--- src/hdl/adc_trig_params.svh ---
// Offsets, field positions, reset values and timing counts of the trigger block
`ifndef ADC_TRIG_PARAMS_SVH
`define ADC_TRIG_PARAMS_SVH

// Register indices; the byte address is four times the index
`define IDX_CONVERTER_CTRL_A 8'h7a
`define IDX_TRIGGER_SELECT 8'h7b
`define IDX_INPUT_DISABLE 8'h7e
`define IDX_IRQ_STATUS 8'h80
`define IDX_IRQ_MASK 8'h81
`define IDX_PIN_STATE 8'h82

// Field positions in converter_ctrl_a
`define CTRL_EN_BIT 7
`define CTRL_START_BIT 6
`define CTRL_AUTO_BIT 5
`define CTRL_DONE_BIT 4

// Field width of the trigger source selection
`define TRIG_SEL_W 3

// Interrupt status bits
`define IRQ_DONE_BIT 0
`define IRQ_TRIG_BIT 1
`define IRQ_W 2

// Reset values
`define RST_BYTE 8'h00
`define RST_IRQ 2'h0

// Timing counts in mclk cycles
`define SYNC_STAGES 2

`endif

--- src/hdl/adc_trig_pkg.sv ---
// Types shared by the trigger block
`default_nettype none
package adc_trig_pkg;

    // Selectable start sources
    typedef enum logic [2:0] {
        SRC_FREE_RUN = 3'h0,
        SRC_COMPARATOR = 3'h1,
        SRC_EXT_IRQ0 = 3'h2,
        SRC_T0_CMP_A = 3'h3,
        SRC_T0_OVF = 3'h4,
        SRC_T1_CMP_B = 3'h5,
        SRC_T1_OVF = 3'h6,
        SRC_T1_CAPTURE = 3'h7
    } trig_source_type;

    // Bus response codes
    typedef enum logic [1:0] {
        RESP_OKAY = 2'h0,
        RESP_SLVERR = 2'h2
    } axi_resp_type;

endpackage
`default_nettype wire

--- src/hdl/pin_sync.sv ---
// Two-stage synchroniser for the analog channel pin levels
`timescale 1ns/1ns
`default_nettype none
module pin_sync #(
    parameter int WIDTH = 8
) (
    input wire logic mclk,
    input wire logic srst,
    input wire logic [WIDTH-1:0] pin_async,
    output logic [WIDTH-1:0] pin_sync_out
);
    logic [WIDTH-1:0] stage1_reg;
    logic [WIDTH-1:0] stage2_reg;

    // Only the second stage is read outside this module
    always_ff @(posedge mclk) begin
        if (srst) begin
            stage1_reg <= '0;
            stage2_reg <= '0;
        end else begin
            stage1_reg <= pin_async;
            stage2_reg <= stage1_reg;
        end
    end

    assign pin_sync_out = stage2_reg;
endmodule
`default_nettype wire

--- src/hdl/trigger_select.sv ---
// Source selection and edge detection for automatic conversion start
`timescale 1ns/1ns
`default_nettype none
module trigger_select (
    input wire logic mclk,
    input wire logic srst,
    input wire logic auto_trigger_en,
    input wire logic converter_en,
    input wire logic [2:0] trigger_source_sel,
    input wire logic [7:1] event_flags,
    input wire logic conv_done,
    output logic trig_fire
);
    logic flag_prev_reg;
    logic flag_prev_next;
    logic fire_reg;
    logic fire_next;
    logic sel_flag;
    logic sel_edge;

    // Pick the flag of the selected source; free running watches no flag
    // source table
    always_comb begin
        if (trigger_source_sel == adc_trig_pkg::SRC_FREE_RUN) begin
            sel_flag = 1'b0;
        end else begin
            sel_flag = event_flags[trigger_source_sel];
        end
    end

    assign sel_edge = sel_flag & ~flag_prev_reg;

    // Fire only when enabled; free running restarts on each completion
    always_comb begin
        flag_prev_next = sel_flag;
        fire_next = 1'b0;
        if (auto_trigger_en && converter_en) begin
            if (trigger_source_sel == adc_trig_pkg::SRC_FREE_RUN) begin
                fire_next = conv_done;
            end else begin
                fire_next = sel_edge;
            end
        end
    end

    // Register flag history and the fire pulse
    always_ff @(posedge mclk) begin
        if (srst) begin
            flag_prev_reg <= 1'b0;
            fire_reg <= 1'b0;
        end else begin
            flag_prev_reg <= flag_prev_next;
            fire_reg <= fire_next;
        end
    end

    assign trig_fire = fire_reg;
endmodule
`default_nettype wire

--- src/hdl/adc_auto_trigger_select.sv ---
// Trigger selection, input disable and conversion start control with AXI4-Lite slave
// Functional notes
// - With auto trigger on, the 3-bit source field picks free run, comparator, ext irq 0, t0 cmp A, t0 ovf, t1 cmp B, t1 ovf or t1 capture.
// - With auto trigger off, the source field has no effect and no source starts a conversion.
// - Outside free running, a conversion is auto started only on a zero-to-one change of the selected flag against its previous cycle.
// - Switching from a clear source to a set source counts as a rising trigger edge.
// - Such an edge starts a conversion only while the converter is enabled, and is dropped otherwise.
// - Switching to free running never yields a trigger, even with the done flag already set.
// - Each input disable bit set to one turns off that channel's digital input buffer.
// - A channel's pin input bit reads as zero from one cycle after its disable bit turns one.
// - Writing one to the auto trigger enable lets the selected edge start conversions.
// - The done flag is set when a conversion finishes and its result is updated.
`timescale 1ns/1ns
`default_nettype none
`include "adc_trig_params.svh"
module adc_auto_trigger_select #(
    parameter int ADDR_W = 12,
    parameter int CHANNELS = 8
) (
    input wire logic mclk,
    input wire logic srst,
    input wire logic [ADDR_W-1:0] s_axi_awaddr,
    input wire logic s_axi_awvalid,
    output logic s_axi_awready,
    input wire logic [31:0] s_axi_wdata,
    input wire logic [3:0] s_axi_wstrb,
    input wire logic s_axi_wvalid,
    output logic s_axi_wready,
    output logic [1:0] s_axi_bresp,
    output logic s_axi_bvalid,
    input wire logic s_axi_bready,
    input wire logic [ADDR_W-1:0] s_axi_araddr,
    input wire logic s_axi_arvalid,
    output logic s_axi_arready,
    output logic [31:0] s_axi_rdata,
    output logic [1:0] s_axi_rresp,
    output logic s_axi_rvalid,
    input wire logic s_axi_rready,
    input wire logic [7:1] event_flags,
    input wire logic conv_done,
    input wire logic [CHANNELS-1:0] analog_pin_level,
    output logic conv_start,
    output logic [CHANNELS-1:0] channel_input_off,
    output logic [CHANNELS-1:0] pin_input_value,
    output logic irq
);
    // ------------------------------------------------------------
    // Parameter checks
    // ------------------------------------------------------------
    if (ADDR_W < 11 || ADDR_W > 32) begin : g_bad_addr
        $error("ADDR_W must lie between 11 and 32");
    end
    if (CHANNELS != 8) begin : g_bad_ch
        $error("CHANNELS must be 8");
    end

    // Word index of a byte address, or all ones when out of range
    function automatic logic [7:0] word_index(input logic [ADDR_W-1:0] addr);
        if (addr[ADDR_W-1:10] != '0 || addr[1:0] != 2'h0) begin
            word_index = 8'hff;
        end else begin
            word_index = addr[9:2];
        end
    endfunction

    // ------------------------------------------------------------
    // State
    // ------------------------------------------------------------
    logic aw_held_reg, aw_held_next;
    logic w_held_reg, w_held_next;
    logic [7:0] aw_idx_reg, aw_idx_next;
    logic [7:0] wdata_reg, wdata_next;
    logic wstrb0_reg, wstrb0_next;
    logic bvalid_reg, bvalid_next;
    logic [1:0] bresp_reg, bresp_next;
    logic arready_reg, arready_next;
    logic rvalid_reg, rvalid_next;
    logic [31:0] rdata_reg, rdata_next;
    logic [1:0] rresp_reg, rresp_next;
    logic converter_en_reg, converter_en_next;
    logic auto_trigger_en_reg, auto_trigger_en_next;
    logic busy_reg, busy_next;
    logic done_flag_reg, done_flag_next;
    logic [`TRIG_SEL_W-1:0] trig_sel_reg, trig_sel_next;
    logic [7:0] input_off_reg, input_off_next;
    logic [`IRQ_W-1:0] irq_status_reg, irq_status_next;
    logic [`IRQ_W-1:0] irq_mask_reg, irq_mask_next;
    logic start_reg, start_next;
    logic irq_reg, irq_next;
    logic [7:0] pin_value_reg, pin_value_next;
    logic [CHANNELS-1:0] pin_synced;
    logic trig_fire;
    logic do_write;
    logic wr_lane0;
    logic sw_start;

    // ------------------------------------------------------------
    // Submodules
    // ------------------------------------------------------------
    // Pin levels come from outside the clock domain
    pin_sync #(.WIDTH(CHANNELS)) u_pin_sync (
        .mclk(mclk),
        .srst(srst),
        .pin_async(analog_pin_level),
        .pin_sync_out(pin_synced)
    );

    // Auto trigger edge detection
    trigger_select u_trigger_select (
        .mclk(mclk),
        .srst(srst),
        .auto_trigger_en(auto_trigger_en_reg),
        .converter_en(converter_en_reg),
        .trigger_source_sel(trig_sel_reg),
        .event_flags(event_flags),
        .conv_done(conv_done),
        .trig_fire(trig_fire)
    );

    // ------------------------------------------------------------
    // Bus handshakes
    // ------------------------------------------------------------
    assign do_write = aw_held_reg && w_held_reg && !bvalid_reg;
    assign wr_lane0 = do_write && wstrb0_reg;

    // Address and data are caught in either order, then written together
    always_comb begin
        aw_held_next = aw_held_reg;
        w_held_next = w_held_reg;
        aw_idx_next = aw_idx_reg;
        wdata_next = wdata_reg;
        wstrb0_next = wstrb0_reg;
        bvalid_next = bvalid_reg;
        bresp_next = bresp_reg;
        if (s_axi_awvalid && !aw_held_reg) begin
            aw_held_next = 1'b1;
            aw_idx_next = word_index(s_axi_awaddr);
        end
        if (s_axi_wvalid && !w_held_reg) begin
            w_held_next = 1'b1;
            wdata_next = s_axi_wdata[7:0];
            wstrb0_next = s_axi_wstrb[0];
        end
        if (do_write) begin
            aw_held_next = 1'b0;
            w_held_next = 1'b0;
            bvalid_next = 1'b1;
            bresp_next = adc_trig_pkg::RESP_OKAY;
            if (aw_idx_reg != `IDX_CONVERTER_CTRL_A && aw_idx_reg != `IDX_TRIGGER_SELECT &&
                aw_idx_reg != `IDX_INPUT_DISABLE && aw_idx_reg != `IDX_IRQ_STATUS &&
                aw_idx_reg != `IDX_IRQ_MASK && aw_idx_reg != `IDX_PIN_STATE) begin
                bresp_next = adc_trig_pkg::RESP_SLVERR;
            end
        end else if (bvalid_reg && s_axi_bready) begin
            bvalid_next = 1'b0;
        end
    end

    // Read decode; reads have no side effects
    always_comb begin
        logic [7:0] ridx;
        ridx = word_index(s_axi_araddr);
        arready_next = arready_reg;
        rvalid_next = rvalid_reg;
        rdata_next = rdata_reg;
        rresp_next = rresp_reg;
        if (s_axi_arvalid && arready_reg) begin
            arready_next = 1'b0;
            rvalid_next = 1'b1;
            rresp_next = adc_trig_pkg::RESP_OKAY;
            rdata_next = 32'h0000_0000;
            if (ridx == `IDX_CONVERTER_CTRL_A) begin
                rdata_next[`CTRL_EN_BIT] = converter_en_reg;
                rdata_next[`CTRL_START_BIT] = busy_reg;
                rdata_next[`CTRL_AUTO_BIT] = auto_trigger_en_reg;
                rdata_next[`CTRL_DONE_BIT] = done_flag_reg;
            end else if (ridx == `IDX_TRIGGER_SELECT) begin
                rdata_next[`TRIG_SEL_W-1:0] = trig_sel_reg;
            end else if (ridx == `IDX_INPUT_DISABLE) begin
                rdata_next[7:0] = input_off_reg;
            end else if (ridx == `IDX_IRQ_STATUS) begin
                rdata_next[`IRQ_W-1:0] = irq_status_reg;
            end else if (ridx == `IDX_IRQ_MASK) begin
                rdata_next[`IRQ_W-1:0] = irq_mask_reg;
            end else if (ridx == `IDX_PIN_STATE) begin
                rdata_next[7:0] = pin_value_reg;
            end else begin
                rresp_next = adc_trig_pkg::RESP_SLVERR;
            end
        end else if (rvalid_reg && s_axi_rready) begin
            rvalid_next = 1'b0;
            arready_next = 1'b1;
        end
    end

    // ------------------------------------------------------------
    // Control registers and conversion start
    // ------------------------------------------------------------
    always_comb begin
        converter_en_next = converter_en_reg;
        auto_trigger_en_next = auto_trigger_en_reg;
        trig_sel_next = trig_sel_reg;
        input_off_next = input_off_reg;
        irq_mask_next = irq_mask_reg;
        done_flag_next = done_flag_reg;
        irq_status_next = irq_status_reg;
        sw_start = 1'b0;
        if (wr_lane0 && aw_idx_reg == `IDX_CONVERTER_CTRL_A) begin
            converter_en_next = wdata_reg[`CTRL_EN_BIT];
            auto_trigger_en_next = wdata_reg[`CTRL_AUTO_BIT];
            // start bit launches only when written with the enable bit set, zero has no effect
            sw_start = wdata_reg[`CTRL_START_BIT] & wdata_reg[`CTRL_EN_BIT];
            if (wdata_reg[`CTRL_DONE_BIT]) begin
                done_flag_next = 1'b0;
            end
        end
        if (wr_lane0 && aw_idx_reg == `IDX_TRIGGER_SELECT) begin
            // only the source field is stored
            trig_sel_next = wdata_reg[`TRIG_SEL_W-1:0];
        end
        if (wr_lane0 && aw_idx_reg == `IDX_INPUT_DISABLE) begin
            input_off_next = wdata_reg;
        end
        if (wr_lane0 && aw_idx_reg == `IDX_IRQ_MASK) begin
            irq_mask_next = wdata_reg[`IRQ_W-1:0];
        end
        if (wr_lane0 && aw_idx_reg == `IDX_IRQ_STATUS) begin
            irq_status_next = irq_status_reg & ~wdata_reg[`IRQ_W-1:0];
        end
        // Hardware sets win over a clear in the same cycle
        // done flag on completion
        if (conv_done && busy_reg) begin
            done_flag_next = 1'b1;
            irq_status_next[`IRQ_DONE_BIT] = 1'b1;
        end
        if (trig_fire) begin
            irq_status_next[`IRQ_TRIG_BIT] = 1'b1;
        end
    end

    // Start pulse and busy tracking; disabling aborts a running conversion
    always_comb begin
        start_next = 1'b0;
        busy_next = busy_reg;
        if (conv_done) begin
            busy_next = 1'b0;
        end
        if ((sw_start || trig_fire) && converter_en_next && !busy_next) begin
            start_next = 1'b1;
            busy_next = 1'b1;
        end
        if (!converter_en_next) begin
            busy_next = 1'b0;
        end
    end

    // Pin view and interrupt level
    always_comb begin
        pin_value_next = pin_synced & ~input_off_reg;
        irq_next = |(irq_status_reg & irq_mask_reg);
    end

    // ------------------------------------------------------------
    // Registers
    // ------------------------------------------------------------
    always_ff @(posedge mclk) begin
        if (srst) begin
            aw_held_reg <= 1'b0;
            w_held_reg <= 1'b0;
            aw_idx_reg <= `RST_BYTE;
            wdata_reg <= `RST_BYTE;
            wstrb0_reg <= 1'b0;
            bvalid_reg <= 1'b0;
            bresp_reg <= adc_trig_pkg::RESP_OKAY;
            arready_reg <= 1'b1;
            rvalid_reg <= 1'b0;
            rdata_reg <= 32'h0000_0000;
            rresp_reg <= adc_trig_pkg::RESP_OKAY;
            converter_en_reg <= 1'b0;
            auto_trigger_en_reg <= 1'b0;
            busy_reg <= 1'b0;
            done_flag_reg <= 1'b0;
            trig_sel_reg <= '0;
            input_off_reg <= `RST_BYTE;
            irq_status_reg <= `RST_IRQ;
            irq_mask_reg <= `RST_IRQ;
            start_reg <= 1'b0;
            irq_reg <= 1'b0;
            pin_value_reg <= `RST_BYTE;
        end else begin
            aw_held_reg <= aw_held_next;
            w_held_reg <= w_held_next;
            aw_idx_reg <= aw_idx_next;
            wdata_reg <= wdata_next;
            wstrb0_reg <= wstrb0_next;
            bvalid_reg <= bvalid_next;
            bresp_reg <= bresp_next;
            arready_reg <= arready_next;
            rvalid_reg <= rvalid_next;
            rdata_reg <= rdata_next;
            rresp_reg <= rresp_next;
            converter_en_reg <= converter_en_next;
            auto_trigger_en_reg <= auto_trigger_en_next;
            busy_reg <= busy_next;
            done_flag_reg <= done_flag_next;
            trig_sel_reg <= trig_sel_next;
            input_off_reg <= input_off_next;
            irq_status_reg <= irq_status_next;
            irq_mask_reg <= irq_mask_next;
            start_reg <= start_next;
            irq_reg <= irq_next;
            pin_value_reg <= pin_value_next;
        end
    end

    // Outputs straight from flip-flops; awready and wready are the inverted held flags
    assign s_axi_awready = !aw_held_reg;
    assign s_axi_wready = !w_held_reg;
    assign s_axi_bvalid = bvalid_reg;
    assign s_axi_bresp = bresp_reg;
    assign s_axi_arready = arready_reg;
    assign s_axi_rvalid = rvalid_reg;
    assign s_axi_rdata = rdata_reg;
    assign s_axi_rresp = rresp_reg;
    assign conv_start = start_reg;
    assign channel_input_off = input_off_reg;
    assign pin_input_value = pin_value_reg;
    assign irq = irq_reg;
endmodule
`default_nettype wire

--- config.mk ---
export PLATFORM = sky130hd
export DESIGN_NAME = adc_auto_trigger_select
export DESIGN_NICKNAME = d
export VERILOG_FILES = /design/src/hdl/adc_trig_pkg.sv /design/src/hdl/pin_sync.sv /design/src/hdl/trigger_select.sv /design/src/hdl/adc_auto_trigger_select.sv
export VERILOG_INCLUDE_DIRS = /design/src /design/src/hdl
export SDC_FILE = /design/constraint.sdc
export NUM_CORES = 1
export LEC_CHECK = 0
export ABC_AREA = 1
export BUFFER_PORTS_ARGS = -buffer_cell sky130_fd_sc_hd__buf_2
export CORE_AREA = 4 4 90 113
export DETAILED_ROUTE_END_ITERATION = 10
export DIE_AREA = 0 0 94 117
export GPL_TIMING_DRIVEN = 0
export PLACE_DENSITY = 0.69
export SLEW_MARGIN = 20
export SYNTH_ARGS = -nofsm -noshare
export SYNTH_HDL_FRONTEND = slang
export SYNTH_HIERARCHICAL = 1
export SYNTH_SLANG_ARGS = --single-unit
--- constraint.sdc ---
create_clock -name mclk -period 1.37 [get_ports mclk]
set_input_delay 0.2055 -clock mclk [delete_from_list [all_inputs] [get_ports mclk]]
set_output_delay 0.2055 -clock mclk [all_outputs]
set_load 0.1 [all_outputs]
# ---- Word-level counts from Yosys, hierarchy flattened
# Index checks and enable logic that the tools add are counted.
dict set report totals {
  out_inout_bits 59
  inputBits 83
  reg_bits 81
}
dict set report classes {
  eq_ne 17
  mux 40
  n_lt_le_gt_ge 1
  bitwise_logic 10
  reduce_logical 45
}
# operator n
set ops {}
lappend ops {{$eq 8x7->1 const B} 6}
lappend ops {{$eq 8x8->1 const B} 5}
lappend ops {{$mux 8} 4}
lappend ops {{$ne 8x7->1 const B} 3}
lappend ops {{$ne 8x8->1 const B} 3}
lappend ops {{$logic_and 1x1->1} 22}
lappend ops {{$mux 2} 10}
lappend ops {{$reduce_bool 2->1} 10}
lappend ops {{$mux 1} 19}
lappend ops {{$mux 6} 2}
lappend ops {{$and 8x8->8} 1}
lappend ops {{$mux 4} 2}
lappend ops {{$not 8->8} 1}
lappend ops {{$reduce_or 2->1} 4}
lappend ops {{$mux 5} 1}
lappend ops {{$and 2x2->2} 2}
lappend ops {{$logic_not 1->1} 4}
lappend ops {{$lt 3x4->1 const B} 1}
lappend ops {{$bmux 1 s3} 1}
lappend ops {{$logic_not 3->1} 1}
lappend ops {{$logic_or 1x1->1} 3}
lappend ops {{$mux 3} 1}
lappend ops {{$not 1->1} 3}
lappend ops {{$and 1x1->1} 2}
lappend ops {{other kinds (2)} 2}

# ---- Logic depth before layout (Yosys ltp)
dict set report depth {
  depth_word 10
  ltp_mapped 12
  ltp_nobuf 12
}

# ---- By module
# Netlist, hierarchy kept.
# mod area_each_um2 cells_each n_inst
set by_module_without_submodules {}
lappend by_module_without_submodules {adc_auto_trigger_select 2899.0 404 1}
lappend by_module_without_submodules {pin_sync 474.2 50 1}
lappend by_module_without_submodules {trigger_select 171.4 29 1}

# ---- Worst setup path before layout
# OpenSTA, ideal clock, no wires.
dict set report synth_path {
  path_kind {flip-flop to flip-flop}
  start {register arready_reg (netlist: s_axi_arready)}
  end {register rresp_reg[1] (netlist: s_axi_rresp[1])}
  t_required_ns 1.300
  arrival_ns 1.889
  setup_ns 0.070
  path_stages_with_launch 7
  n_path_buf 0
  period_less_slack_ns 1.959
  path_slack_ns -0.589
  cell_sequence {dfxtp_1 -> nand2_1 -> clkinv_1 -> o21ai_1 -> nor2_1 -> nand3_1 -> a21oi_1}
}
dict set report synth_between {
  elab_chain_cells 1
}
# item line_no
set synth_rtl {}
lappend synth_rtl {{from (decl)} adc_auto_trigger_select.sv:76} ;# logic arready_reg, arready_next;
lappend synth_rtl {{from (signal assigned)} adc_auto_trigger_select.sv:298} ;# arready_reg <= arready_next;
lappend synth_rtl {{$logic_and 1x1->1} adc_auto_trigger_select.sv:167} ;# if (s_axi_arvalid && arready_reg) begin
lappend synth_rtl {{to (signal assigned)} adc_auto_trigger_select.sv:278} ;# rresp_reg <= adc_trig_pkg::RESP_OKAY;
lappend synth_rtl {{to (signal assigned)} adc_auto_trigger_select.sv:301} ;# rresp_reg <= rresp_next;
lappend synth_rtl {{to (decl)} adc_auto_trigger_select.sv:79} ;# logic [1:0] rresp_reg, rresp_next;
# Every way passes these cells.
# A chain may end at the register's enable or synchronous reset.

# ---- Worst setup path in the final report
dict set report layout_path {
  start {register aw_idx_reg[7]}
  end {register start_reg (netlist: conv_start)}
}
dict set report layout_between {
  elab_chain_cells 7
  word_cells_on_any_way 8
  classes_between {eq/ne: 1; mux: 3; reduce/logical: 4}
}
# item line_no
set layout_rtl {}
lappend layout_rtl {{from (decl)} adc_auto_trigger_select.sv:71} ;# logic [7:0] aw_idx_reg, aw_idx_next;
lappend layout_rtl {{from (signal assigned)} adc_auto_trigger_select.sv:270} ;# aw_idx_reg <= `RST_BYTE;
lappend layout_rtl {{from (signal assigned)} adc_auto_trigger_select.sv:293} ;# aw_idx_reg <= aw_idx_next;
lappend layout_rtl {{$eq 8x7->1 (no source line) (*)} -}
lappend layout_rtl {{$logic_and 1x1->1 (no source line) (*)} -}
lappend layout_rtl {{$mux 1} adc_auto_trigger_select.sv:208} ;# if (wr_lane0 && aw_idx_reg == `IDX_CONVERTER_CTRL_A) begin
lappend layout_rtl {{$logic_or 1x1->1} adc_auto_trigger_select.sv:248} ;# if ((sw_start || trig_fire) && converter_en_next && !busy_next) begin
lappend layout_rtl {{$logic_and 1x1->1 (*) (2 in series)} adc_auto_trigger_select.sv:248}
lappend layout_rtl {{$mux 1 (*)} adc_auto_trigger_select.sv:248}
lappend layout_rtl {{to (signal assigned)} adc_auto_trigger_select.sv:310} ;# start_reg <= start_next;
lappend layout_rtl {{to (decl)} adc_auto_trigger_select.sv:88} ;# logic start_reg, start_next;
# Every way passes the cells marked *; elsewhere a longest branch is shown, timed or not.

==> impl_metrics.ini <==
[logic_synthesis]
synthMostInstantiatedCell = dfxtp_1
synth.avg_cell_area_um2 = 7.339
synth_edf_count = 0
cell_area_after_technology_mapping_mm2 = 0.003545
synth_top_flop_cell = dfxtp_1
post-synth-top-area-cell = dfxtp_1
ys_seq_elements = 79
netlist_top_cells_area = dfxtp_1, nand2_1, inv_1
synthDistinctLibCells = 31
postSynth.asyncResetShare_pct = 0
synthesis.instances = 483
most_instantiated_cells_after_synthesis = dfxtp_1, nand2_1, inv_1
yosys_warnings = 6
synth_largest_type_area_fraction_pct = 44.62
seq_area_frac_synth_pct = 44.62

[global_route]
grt_max_degree = 14
gr_usage_total_pct = 16.75
grt_antenna_before_repair = 0
grt_pass1_vias = 3226
global_route_wire_length_before_repair_um = 14470
grt_remaining_overflow = 0

[clock_network]
cts.reportedPaths.clkPinSlew_ns = 0.06
cts-root-buf = clkbuf_16
ctsHtreeMaxLevel = 3
cts_buffers = 9
cts.sink_count = 79
clock_latency_ns = 0.33
clock_tree.buffer_depth = 2
tritoncts = yes

[detailed_routing]
avgViaCountPerCell = 4.580
routed_wire_length_per_instance_um = 12.37
via_count = 3426
drtIter0Drc = 184
drt-pass1-iter-count = 4
route.antenna.remaining_nets = 0
routed_wirelength_um = 9251
drt_drc_violations_left = 0

[worst_setup_path]
data_required_time_at_the_worst_endpoint_ns = 1.64
worst_ep_arrival_time_ns = 1.75
worst_r2r_startpoint = aw_idx_reg[7]
crit_chain = inv_2 > nand4_1 > buf_4 > nor4_4 > nand2_2 > o21ai_1 > nand2_1 > inv_2 > nand2_2 > nor2_2
setup.worst_path.start_class = register
r2r_slack_ns = -0.12
reg2reg_to = conv_start
timing.setup.critical_path_class = register to register
worst_path_dominant_cell_family = simple AND/OR/NAND/NOR gates
cp_max_fo = 4
worst_r2r_path_depth = 10
end_kind = register
critical_path.slowest_cell = dfxtp_2
buf_inv_stages_crit_path = 3
worst_path_largest_cell_delay_ns = 0.32

[place]
finalWeightedCongestion = 0.8574
portBuffers = 88
dp_hpwl_um = 7013
dp_cells = 719
placed_cell_area_mm2 = 0.004265

[outcome]
failing_checks = negative setup slack
status = complete, but fails checks

[hold_path]
worst_hold_path.num_cells = 3
worstHoldEndpoint = u_pin_sync/stage1_reg[7]
timing.hold.worst.class = primary input to register
timing.hold.worst.start = analog_pin_level[7]

[timing]
timing_worst_slew_pin_value_ns = 0.6982
skew_ns = 0.003675
min_period_ns = 1.488
slew-limit-headroom_pct = 53.07
final_setup_violation_count = 15
timing.final.hold_violations = 0
fmaxAchievable_ghz = 0.6719
postLayoutSetupSlackWorst_ns = -0.1184
final.setup.tns_ns = -0.8313
rsz_0062_raised_after_global_routing = true
slew_viol_final = 0
final.period_utilization_pct = 108.6

[final_layout]
final.fill_count = 912
total_inserted_antenna_cells = 0
num-nets-final = 703
flow.area_growth_from_synthesis_pct = 34.73
postLayoutCellArea_mm2 = 0.004776
post_layout_nonfiller_instances = 748
layout-drive-gt1-share_pct = 35.20
share_of_the_core_filled_with_cells_in_the_final_layout_pct = 52.62

[job]
max_cap_viol_count = 0

[power]
post-layout-total-power_mw = 5.642
max-vdd-ir-drop_v = 0.0006944
power_density_over_cell_area_mw_per_mm2 = 1181
cellLeakagePower_nw = 2.260

[die]
boundaryPins = 142
starting_density_of_the_core_pct = 39.05
die-width_um = 94
core_mm2 = 0.009076
chipHeight_um = 117
design.die.area_mm2 = 0.01100
rows = 39
-- layout make-up --
| type | count | area (um^2) | share of cell area [%] |
|---|---|---|---|
| repair buffers | 101 | 573.1 | 12.00 |
| inverters | 73 | 291.5 | 6.104 |
| clock buffers | 11 | 232.7 | 4.873 |
| clock inverters | 5 | 33.78 | 0.7074 |
| multi-input cells | 319 | 1607 | 33.64 |
| plain buffers | 37 | 275.3 | 5.764 |
| well taps | 123 | 153.9 | 3.222 |
| flip-flops and latches | 79 | 1609 | 33.69 |
-- through the flow --
step / worst slack [ns] / hold WS (ns)
floorplan: -0.1359 / 0.2771
global placement: -0.3103 / 0.3910
detailed placement: -0.3256 / 0.3925
CTS: -0.1044 / 0.06593
global route: -0.2229 / 0.06505
finish: -0.1184 / 0.06917
-- worst reg2reg max path, cell delays in order (launching register included) --
cell and delay, ns:
dfxtp_2 0.32, inv_2 0.05, nand4_1 0.13, buf_4 0.19, nor4_4 0.17, nand2_2 0.12
o21ai_1 0.14, nand2_1 0.08, inv_2 0.08, nand2_2 0.05, nor2_2 0.10
-- cell families after synthesis --
| kind of cell | Yosys count | share of synthesized area [%] |
|---|---|---|
| DFF | 79 | 44.62 |
| buffers and inverters | 110 | 15.04 |
| and+or+nand+nor | 201 | 26.69 |
| AOI/OAI and AO/OA | 92 | 13.55 |
| other | 1 | 0.1058 |
-- how the worst max path moves through the flow --
stage / start / depth (start not counted) / to / slack, ns
floorplan: s_axi_bvalid / 8 / channel_input_off[3] / -0.14
global placement: w_held_reg / 9 / channel_input_off[6] / -0.31
CTS: aw_idx_reg[7] / 8 / channel_input_off[3] / -0.10
finish: aw_idx_reg[7] / 10 / conv_start / -0.12
global route: aw_idx_reg[7] / 10 / conv_start / -0.22
detailed placement: w_held_reg / 9 / channel_input_off[6] / -0.33
-- routing by layer --
metal	routed length (um)	global-route usage [%]	vias to the layer above
met5	0	0	-
met4	325	8.285	0
met3	481	3.261	26
met2	4780	30.65	94
met1	3663	18.43	1532
li1	-	-	1774
-- where the power goes --
group | internal (mW) | switching [mW]
combinational | 0.254 | 0.806
clock | 1.23 | 0.895
sequential | 2.40 | 0.0650
total | 3.88 | 1.77
-- cell usage in the layout (no fill, tap or decap), types with 6 or more instances in the layout --
master     synthesis  layout
buf_4             27      41
nor3_1            11      11
nand3_2            3       7
buf_2              0      80
nor2_1            57      54
nand2_2            2       6
o21ai_1           10       8
nand3_1           25      21
nor2_2             6       9
dfxtp_1           79      63
conb_1             1      26
o21ai_2            0       7
nand2_1           77      73
o21ai_0           33      28
inv_1             60      57
inv_2             10       9
dfxtp_2            0      13
nand4_1            8       8
a21oi_1           43      42
clkbuf_16          0       9
-- what timing repair did --
action | in CTS | in global routing
setup endpoints to repair | 25 | 48
buffers inserted | 8 | 5
hold buffers | 0 | 0
gates resized for setup | 29 | 29
pin swaps | 4 | 6
Note: power is estimated with default switching activity, not from simulation.
